$ cat src/rtl/duart_pin_cfg.svh
// Constants for the dual UART pin stage: reset levels and line widths.
// Included by the package and the pin module; definitions only.
`ifndef DUART_PIN_CFG_SVH
`define DUART_PIN_CFG_SVH
`define DUPIN_NUM_CHAN 2
`define DUPIN_CHAN_A 0
`define DUPIN_CHAN_B 1
`define DUPIN_MCR_OUT2_BIT 3
`define DUPIN_RST_LINE 1'b1
`define DUPIN_RST_IRQ 1'b0
`define DUPIN_RST_AUX_N 1'b1
`define DUPIN_RST_OE_N 1'b1
`define DUPIN_RST_RDY_N 1'b1
`define DUPIN_RST_MODEM_N 1'b1
`endif

$ cat src/rtl/dupin_pkg.sv
// Types shared by the dual UART pin stage.
// Assumes the cfg header is on the include path.
`default_nettype none
`include "duart_pin_cfg.svh"
package dupin_pkg;
  // Core-side status of one channel, as produced by the UART core
  typedef struct packed {
    logic irq;
    logic out2;
    logic tx_can_accept;
    logic rx_has_data;
    logic serial_out;
    logic req_send;
    logic term_ready;
  } dupin_core_s;

  // Active-low modem status pins of one channel
  typedef struct packed {
    logic clear_send_n;
    logic set_ready_n;
    logic carrier_n;
    logic ring_n;
  } dupin_modem_in_s;

  // Bus modes selected by the mode pin
  typedef enum logic {
    DUPIN_SINGLE_STROBE = 1'b0,
    DUPIN_SPLIT_STROBE = 1'b1
  } dupin_mode_e;
endpackage
`default_nettype wire

$ cat src/rtl/dupin_pins.sv
// Pin stage of a two-channel UART: interrupt gating, ready flags, modem pins.
// Assumes the core runs on ref_clk_i and hands its state over as structs.
`timescale 1ns/1ps
`default_nettype none
`include "duart_pin_cfg.svh"

// Overview of operation
// - Split-strobe mode: channel B pin carries channel B interrupt.
// - Split-strobe, B out2 set: drive B interrupt, aux pin B low.
// - Split-strobe, B out2 clear: B interrupt floats, aux pin B high.
// - Single-strobe mode: B interrupt pin held at logic zero.
// - Split-strobe: channel A interrupt gated by its out2, aux A complement.
// - Single-strobe: A pin is combined open-drain active-low interrupt.
// - Per-channel active-low transmitter-ready output.
// - Per-channel active-low receiver-ready output.
// - Each channel drives its own serial transmit output.
// - Each channel drives active-low request-to-send, usable as general output.
// - Each channel drives active-low terminal-ready, usable as general output.
// - Clear-to-send sampled for handshaking or general input.
// - Set-ready, carrier and ring sampled as general inputs.
// - Set-ready, carrier and ring never affect UART operation.
module dupin_pins
  import dupin_pkg::*;
(
  input wire logic ref_clk_i,
  input wire logic rst_i,
  input wire logic bus_mode_i,
  input wire dupin_core_s core_a_i,
  input wire dupin_core_s core_b_i,
  input wire dupin_modem_in_s modem_a_i,
  input wire dupin_modem_in_s modem_b_i,
  input wire logic chan_a_serial_in_i,
  input wire logic chan_b_serial_in_i,
  output logic chan_a_irq_out_o,
  output logic chan_a_irq_out_oe_n_o,
  output logic chan_b_irq_out_o,
  output logic chan_b_irq_out_oe_n_o,
  output logic chan_a_aux_out_n_o,
  output logic chan_b_aux_out_n_o,
  output logic chan_a_tx_ready_n_o,
  output logic chan_b_tx_ready_n_o,
  output logic chan_a_rx_ready_n_o,
  output logic chan_b_rx_ready_n_o,
  output logic chan_a_serial_out_o,
  output logic chan_b_serial_out_o,
  output logic chan_a_req_send_n_o,
  output logic chan_b_req_send_n_o,
  output logic chan_a_term_ready_n_o,
  output logic chan_b_term_ready_n_o,
  output logic [`DUPIN_NUM_CHAN-1:0] clear_send_n_o,
  output dupin_modem_in_s modem_a_sync_o,
  output dupin_modem_in_s modem_b_sync_o,
  output logic [`DUPIN_NUM_CHAN-1:0] serial_in_o
);

  dupin_core_s core [`DUPIN_NUM_CHAN];
  dupin_modem_in_s modem_raw [`DUPIN_NUM_CHAN];
  logic [`DUPIN_NUM_CHAN-1:0] ser_raw;
  logic [`DUPIN_NUM_CHAN-1:0] irq_ff, nxt_irq;
  logic [`DUPIN_NUM_CHAN-1:0] oe_n_ff, nxt_oe_n;
  logic [`DUPIN_NUM_CHAN-1:0] aux_n_ff, nxt_aux_n;
  logic [`DUPIN_NUM_CHAN-1:0] txr_n_ff, nxt_txr_n;
  logic [`DUPIN_NUM_CHAN-1:0] rxr_n_ff, nxt_rxr_n;
  logic [`DUPIN_NUM_CHAN-1:0] sout_ff, nxt_sout;
  logic [`DUPIN_NUM_CHAN-1:0] rts_n_ff, nxt_rts_n;
  logic [`DUPIN_NUM_CHAN-1:0] dtr_n_ff, nxt_dtr_n;
  dupin_modem_in_s meta_ff [`DUPIN_NUM_CHAN];
  dupin_modem_in_s sync_ff [`DUPIN_NUM_CHAN];
  logic [`DUPIN_NUM_CHAN-1:0] ser_meta_ff, ser_sync_ff;
  dupin_mode_e mode;
  logic any_irq;

  assign core[`DUPIN_CHAN_A] = core_a_i;
  assign core[`DUPIN_CHAN_B] = core_b_i;
  assign modem_raw[`DUPIN_CHAN_A] = modem_a_i;
  assign modem_raw[`DUPIN_CHAN_B] = modem_b_i;
  assign ser_raw = {chan_b_serial_in_i, chan_a_serial_in_i};
  assign mode = dupin_mode_e'(bus_mode_i);
  assign any_irq = core_a_i.irq | core_b_i.irq;

  always_comb begin
    nxt_irq = '0;
    nxt_oe_n = '1;
    nxt_aux_n = '1;
    for (int c = 0; c < `DUPIN_NUM_CHAN; c++) begin
      nxt_aux_n[c] = ~core[c].out2;
      nxt_txr_n[c] = ~core[c].tx_can_accept;
      nxt_rxr_n[c] = ~core[c].rx_has_data;
      nxt_sout[c] = core[c].serial_out;
      nxt_rts_n[c] = ~core[c].req_send;
      nxt_dtr_n[c] = ~core[c].term_ready;
    end
    unique case (mode)
      DUPIN_SPLIT_STROBE: begin
        for (int c = 0; c < `DUPIN_NUM_CHAN; c++) begin
          nxt_irq[c] = core[c].irq;
          nxt_oe_n[c] = ~core[c].out2;
        end
      end
      DUPIN_SINGLE_STROBE: begin
        // Open drain: only ever pulls low
        nxt_irq[`DUPIN_CHAN_A] = 1'b0;
        nxt_oe_n[`DUPIN_CHAN_A] = ~any_irq;
        nxt_irq[`DUPIN_CHAN_B] = 1'b0;
        nxt_oe_n[`DUPIN_CHAN_B] = 1'b0;
      end
    endcase
  end

  always_ff @(posedge ref_clk_i or posedge rst_i) begin
    if (rst_i) begin
      irq_ff <= {`DUPIN_NUM_CHAN{`DUPIN_RST_IRQ}};
      oe_n_ff <= {`DUPIN_NUM_CHAN{`DUPIN_RST_OE_N}};
      aux_n_ff <= {`DUPIN_NUM_CHAN{`DUPIN_RST_AUX_N}};
      txr_n_ff <= {`DUPIN_NUM_CHAN{`DUPIN_RST_RDY_N}};
      rxr_n_ff <= {`DUPIN_NUM_CHAN{`DUPIN_RST_RDY_N}};
      sout_ff <= {`DUPIN_NUM_CHAN{`DUPIN_RST_LINE}};
      rts_n_ff <= {`DUPIN_NUM_CHAN{`DUPIN_RST_MODEM_N}};
      dtr_n_ff <= {`DUPIN_NUM_CHAN{`DUPIN_RST_MODEM_N}};
    end else begin
      irq_ff <= nxt_irq;
      oe_n_ff <= nxt_oe_n;
      aux_n_ff <= nxt_aux_n;
      txr_n_ff <= nxt_txr_n;
      rxr_n_ff <= nxt_rxr_n;
      sout_ff <= nxt_sout;
      rts_n_ff <= nxt_rts_n;
      dtr_n_ff <= nxt_dtr_n;
    end
  end

  genvar g;
  generate
    for (g = 0; g < `DUPIN_NUM_CHAN; g++) begin : g_sync
      always_ff @(posedge ref_clk_i or posedge rst_i) begin
        if (rst_i) begin
          meta_ff[g] <= {4{`DUPIN_RST_MODEM_N}};
          sync_ff[g] <= {4{`DUPIN_RST_MODEM_N}};
          ser_meta_ff[g] <= `DUPIN_RST_LINE;
          ser_sync_ff[g] <= `DUPIN_RST_LINE;
        end else begin
          meta_ff[g] <= modem_raw[g];
          sync_ff[g] <= meta_ff[g];
          // Idle-high receive line, reset value matches
          ser_meta_ff[g] <= ser_raw[g];
          ser_sync_ff[g] <= ser_meta_ff[g];
        end
      end
      assign clear_send_n_o[g] = sync_ff[g].clear_send_n;
    end
  endgenerate

  // Status only, no path into the datapath
  assign modem_a_sync_o = sync_ff[`DUPIN_CHAN_A];
  assign modem_b_sync_o = sync_ff[`DUPIN_CHAN_B];
  assign serial_in_o = ser_sync_ff;

  assign chan_a_irq_out_o = irq_ff[`DUPIN_CHAN_A];
  assign chan_b_irq_out_o = irq_ff[`DUPIN_CHAN_B];
  assign chan_a_irq_out_oe_n_o = oe_n_ff[`DUPIN_CHAN_A];
  assign chan_b_irq_out_oe_n_o = oe_n_ff[`DUPIN_CHAN_B];
  assign chan_a_aux_out_n_o = aux_n_ff[`DUPIN_CHAN_A];
  assign chan_b_aux_out_n_o = aux_n_ff[`DUPIN_CHAN_B];
  assign chan_a_tx_ready_n_o = txr_n_ff[`DUPIN_CHAN_A];
  assign chan_b_tx_ready_n_o = txr_n_ff[`DUPIN_CHAN_B];
  assign chan_a_rx_ready_n_o = rxr_n_ff[`DUPIN_CHAN_A];
  assign chan_b_rx_ready_n_o = rxr_n_ff[`DUPIN_CHAN_B];
  assign chan_a_serial_out_o = sout_ff[`DUPIN_CHAN_A];
  assign chan_b_serial_out_o = sout_ff[`DUPIN_CHAN_B];
  assign chan_a_req_send_n_o = rts_n_ff[`DUPIN_CHAN_A];
  assign chan_b_req_send_n_o = rts_n_ff[`DUPIN_CHAN_B];
  assign chan_a_term_ready_n_o = dtr_n_ff[`DUPIN_CHAN_A];
  assign chan_b_term_ready_n_o = dtr_n_ff[`DUPIN_CHAN_B];
endmodule
`default_nettype wire

$ cat config.mk
export PLATFORM = sky130hd
export DESIGN_NAME = dupin_pins
export DESIGN_NICKNAME = d
export VERILOG_FILES = /design/src/rtl/dupin_pkg.sv /design/src/rtl/dupin_pins.sv
export VERILOG_INCLUDE_DIRS = /design/src /design/src/rtl
export SDC_FILE = /design/constraint.sdc
export NUM_CORES = 1
export LEC_CHECK = 0
export BUFFER_PORTS_ARGS = -buffer_cell sky130_fd_sc_hd__buf_2
export CAP_MARGIN = 25
export CORE_ASPECT_RATIO = 0.8
export CORE_UTILIZATION = 45
export DETAILED_ROUTE_END_ITERATION = 10
export PLACE_DENSITY = 0.8
export SKIP_LAST_GASP = 1
export SYNTH_ARGS = -nofsm -noshare
export SYNTH_HDL_FRONTEND = slang
export SYNTH_SLANG_ARGS = --single-unit
$ cat constraint.sdc
create_clock -name ref_clk_i -period 2.82 [get_ports ref_clk_i]
set_clock_uncertainty 0.15 [all_clocks]
set_input_delay 0.564 -clock ref_clk_i [delete_from_list [all_inputs] [get_ports ref_clk_i]]
set_output_delay 0.564 -clock ref_clk_i [all_outputs]
set_load 0.05 [all_outputs]
==> impl_metrics.py <==
metrics = {
    "pwr": {
        "p_per_area_nw_per_um2": 676,
        "leakagePower_nw": 0.705,
        "irDropWorstVdd_uv": 490,
    },
    "global_routing": {
        "grt_max_degree": 25,
        "grt-ovfl-total": 0,
        "grt_pass1_vias": 599,
        "grt_antenna_before_repair": 0,
        "gr-usage-all-layers_pct": 15.7,
        "grt_pass1_wl_um": 2610,
    },
    "floorplan": {
        "num_io_pins": 55,
        "dieArea_um2": 2510,
        "dieWidth_um": 55.7,
        "coreArea_um2": 2160,
        "num_rows": 15,
        "dieHeight_um": 45.0,
        "start_util_pct": 48.1,
    },
    "timing": {
        "rsz0062_at_grt": "no",
        "setup_viol": 0,
        "hold_ws_ns": 0.0834,
        "setup_slack_ns": 0.994,
        "slew_violations": 0,
        "fin_setup_tns_ns": 0,
        "fin_crit_sh_pct": 64.8,
        "worst_slew_pin_slew_ns": 0.464,
        "max_clock_freq_mhz": 548,
        "post-route-min-period_ns": 1.83,
        "max-slew-margin-rel_pct": 69.1,
        "hold_viol": 0,
    },
    "worst_setup_path": {
        "start_kind": "flop",
        "slowest_delay_ns": 0.54,
        "rr_worst_depth": 0,
        "cp_max_fo": 1,
        "endpoint_kind": "output pin",
        "cp_slowest_cell": "dfstp_2",
        "crit_path_cell_trace": "buf_2",
        "worst_ep_arrival_time_ns": 1.11,
        "cpLargestDelayFamily": "flip-flops",
        "crit_start": "aux_n_ff[1]$_DFF_PP1_",
        "r2r-start": "meta_ff[4]$_DFF_PP1_",
        "cp.depth": 1,
        "cp.required_ns": 2.11,
        "path_buf_inv": 1,
        "crit_type": "flop to output pin",
    },
    "synthesis": {
        "synth_largest_area_cell": "dfstp_2",
        "yosys-top-cells-count": "34 x dfstp_2, 11 x inv_1, 2 x and2_2, 2 x buf_4, 2 x dfrtp_1",
        "yosysMostFrequentCell": "dfstp_2",
        "ys_seq_area_share_pct": 90.8,
        "synthArstFlopShare_pct": 100,
        "synth_ff_type": "dfstp_2",
        "synth_cells": 54,
        "ys_seq_elements": 36,
        "syn_nets": 81,
        "synth.area.top_cells": "dfstp_2 86%, dfrtp_1 4.8%, inv_1 4.0%, and2_2 1.4%, buf_4 1.4%",
        "ys_types": 8,
        "yosys_warnings": 0,
        "synth_edf_count": 0,
        "synth_top_area_share_pct": 86.0,
        "synth_area_um2": 1040,
        "synth_area_per_cell_um2": 19.2,
    },
    "place": {
        "dp.cells": 132,
        "hpwl_um": 1250,
        "port_buffers": 54,
        "gp_congestion": 0.694,
        "dp_slack_ns": 1.33,
    },
    "clock_tree": {
        "cts_max_level": 2,
        "clk_pin_slew_ns": 0.10,
        "cts-buffers-inserted": 5,
        "clkSinkCount": 36,
        "cts-root-buf": "clkbuf_4",
        "post_cts_resized": 0,
        "cts_tree": "yes",
        "clk_path_buf_depth": 2,
        "hold_buffers": 0,
        "clkLatencyLatePin_ns": 0.31,
        "cts_setup_buffers": 0,
    },
    "job": {
        "drv_cap": 0,
    },
    "cells_and_area": {
        "drive_gt1_share_pct": 85.8,
        "area_delta_synth_final_pct": 32.3,
        "nets": 141,
        "fillerInstances": 168,
        "diodes": 0,
        "final_cells": 138,
    },
    "min_path": {
        "worstHoldPathType": "input port to async pin",
    },
    "route": {
        "first_iter_violations": 3,
        "vias_per_cell": 4.28,
        "wl_per_cell_um": 12.3,
        "ant_nets": 0,
        "wl_um": 1700,
        "num_vias": 591,
        "drtPass1Iterations": 4,
        "route.detailed.drc": 0,
    },
    "run_status": {
        "status": "finished, final reports clean",
    },
}
power breakdown:
group | switching (mW) | internal [mW] | leakage [nW]
logic | 0.102 | 0.0311 | 0.298
clock network | 0.138 | 0.0886 | 0.0242
registers | 0.00727 | 0.562 | 0.383
layer usage:
metal	up-vias	share of wire (%)	GRT usage, %
li1	271	-	-
met1	275	36	15.9
met2	43	52	26.5
met3	2	11	10.3
met4	0	0.41	6.00
met5	-	0	0
flip-flops by register name, summed over array words and instances, names as in the netlist:
name and count:
dtr_n_ff 2, sout_ff 2, oe_n_ff 2, clear_send_n_o 2, txr_n_ff 2, serial_in_o 2, aux_n_ff 2, rts_n_ff 2
rxr_n_ff 2, ser_meta_ff 2, meta_ff 8, irq_ff 2, modem_a_sync_o 3, modem_b_sync_o 3
area by class of cell:
type	count	area (um2)	area share, %
Inverter	11	41.3	3.01
Sequential cell	36	943	68.7
Timing Repair Buffer	55	278	20.2
Tap cell	25	31.3	2.28
Clock buffer	6	41.3	3.01
Multi-Input combinational cell	5	38.8	2.82
through the flow:
step                instance area [um2]  utilization, %  power (mW)
floorplan                          1040               -       0.672
global placement                   1330            61.7       0.708
detailed placement                 1330            61.7       0.712
CTS                                1370            63.7       0.947
global route                       1370            63.7       0.978
finish                             1370            63.7       0.929
layout by cell type (no fill, tap or decap):
master / netlist / final
buf_4: 2 / 1
nor2b_1: 1 / 1
dfstp_2: 34 / 34
dfrtp_1: 2 / 2
clkbuf_4: 0 / 5
clkbuf_1: 0 / 1
and2_2: 2 / 2
nor3_2: 1 / 1
a21o_1: 1 / 1
inv_1: 11 / 11
buf_2: 0 / 54
worst paths after layout:
kind / to / slack (ns)
setup / recovery: chan_b_aux_out_n_o / 0.99
hold / removal: irq_ff[0]$_DFF_PP0_ / 0.08
setup reg to reg: modem_a_sync_o[0]$_DFF_PP1_ / 2.09
hold reg to reg: modem_b_sync_o[1]$_DFF_PP1_ / 0.21
max in group asynchronous: ser_meta_ff[1]$_DFF_PP1_ / 1.72
min in group ref_clk_i: meta_ff[0]$_DFF_PP1_ / 0.19
cells by family after synthesis:
group | synth area share, %
flip-flops | 90.8
buffers and inverters | 5.42
AO/OA/AOI/OAI | 0.723
AND/OR/NAND/NOR | 3.01
No activity file was read; power rests on OpenSTA's default activity.
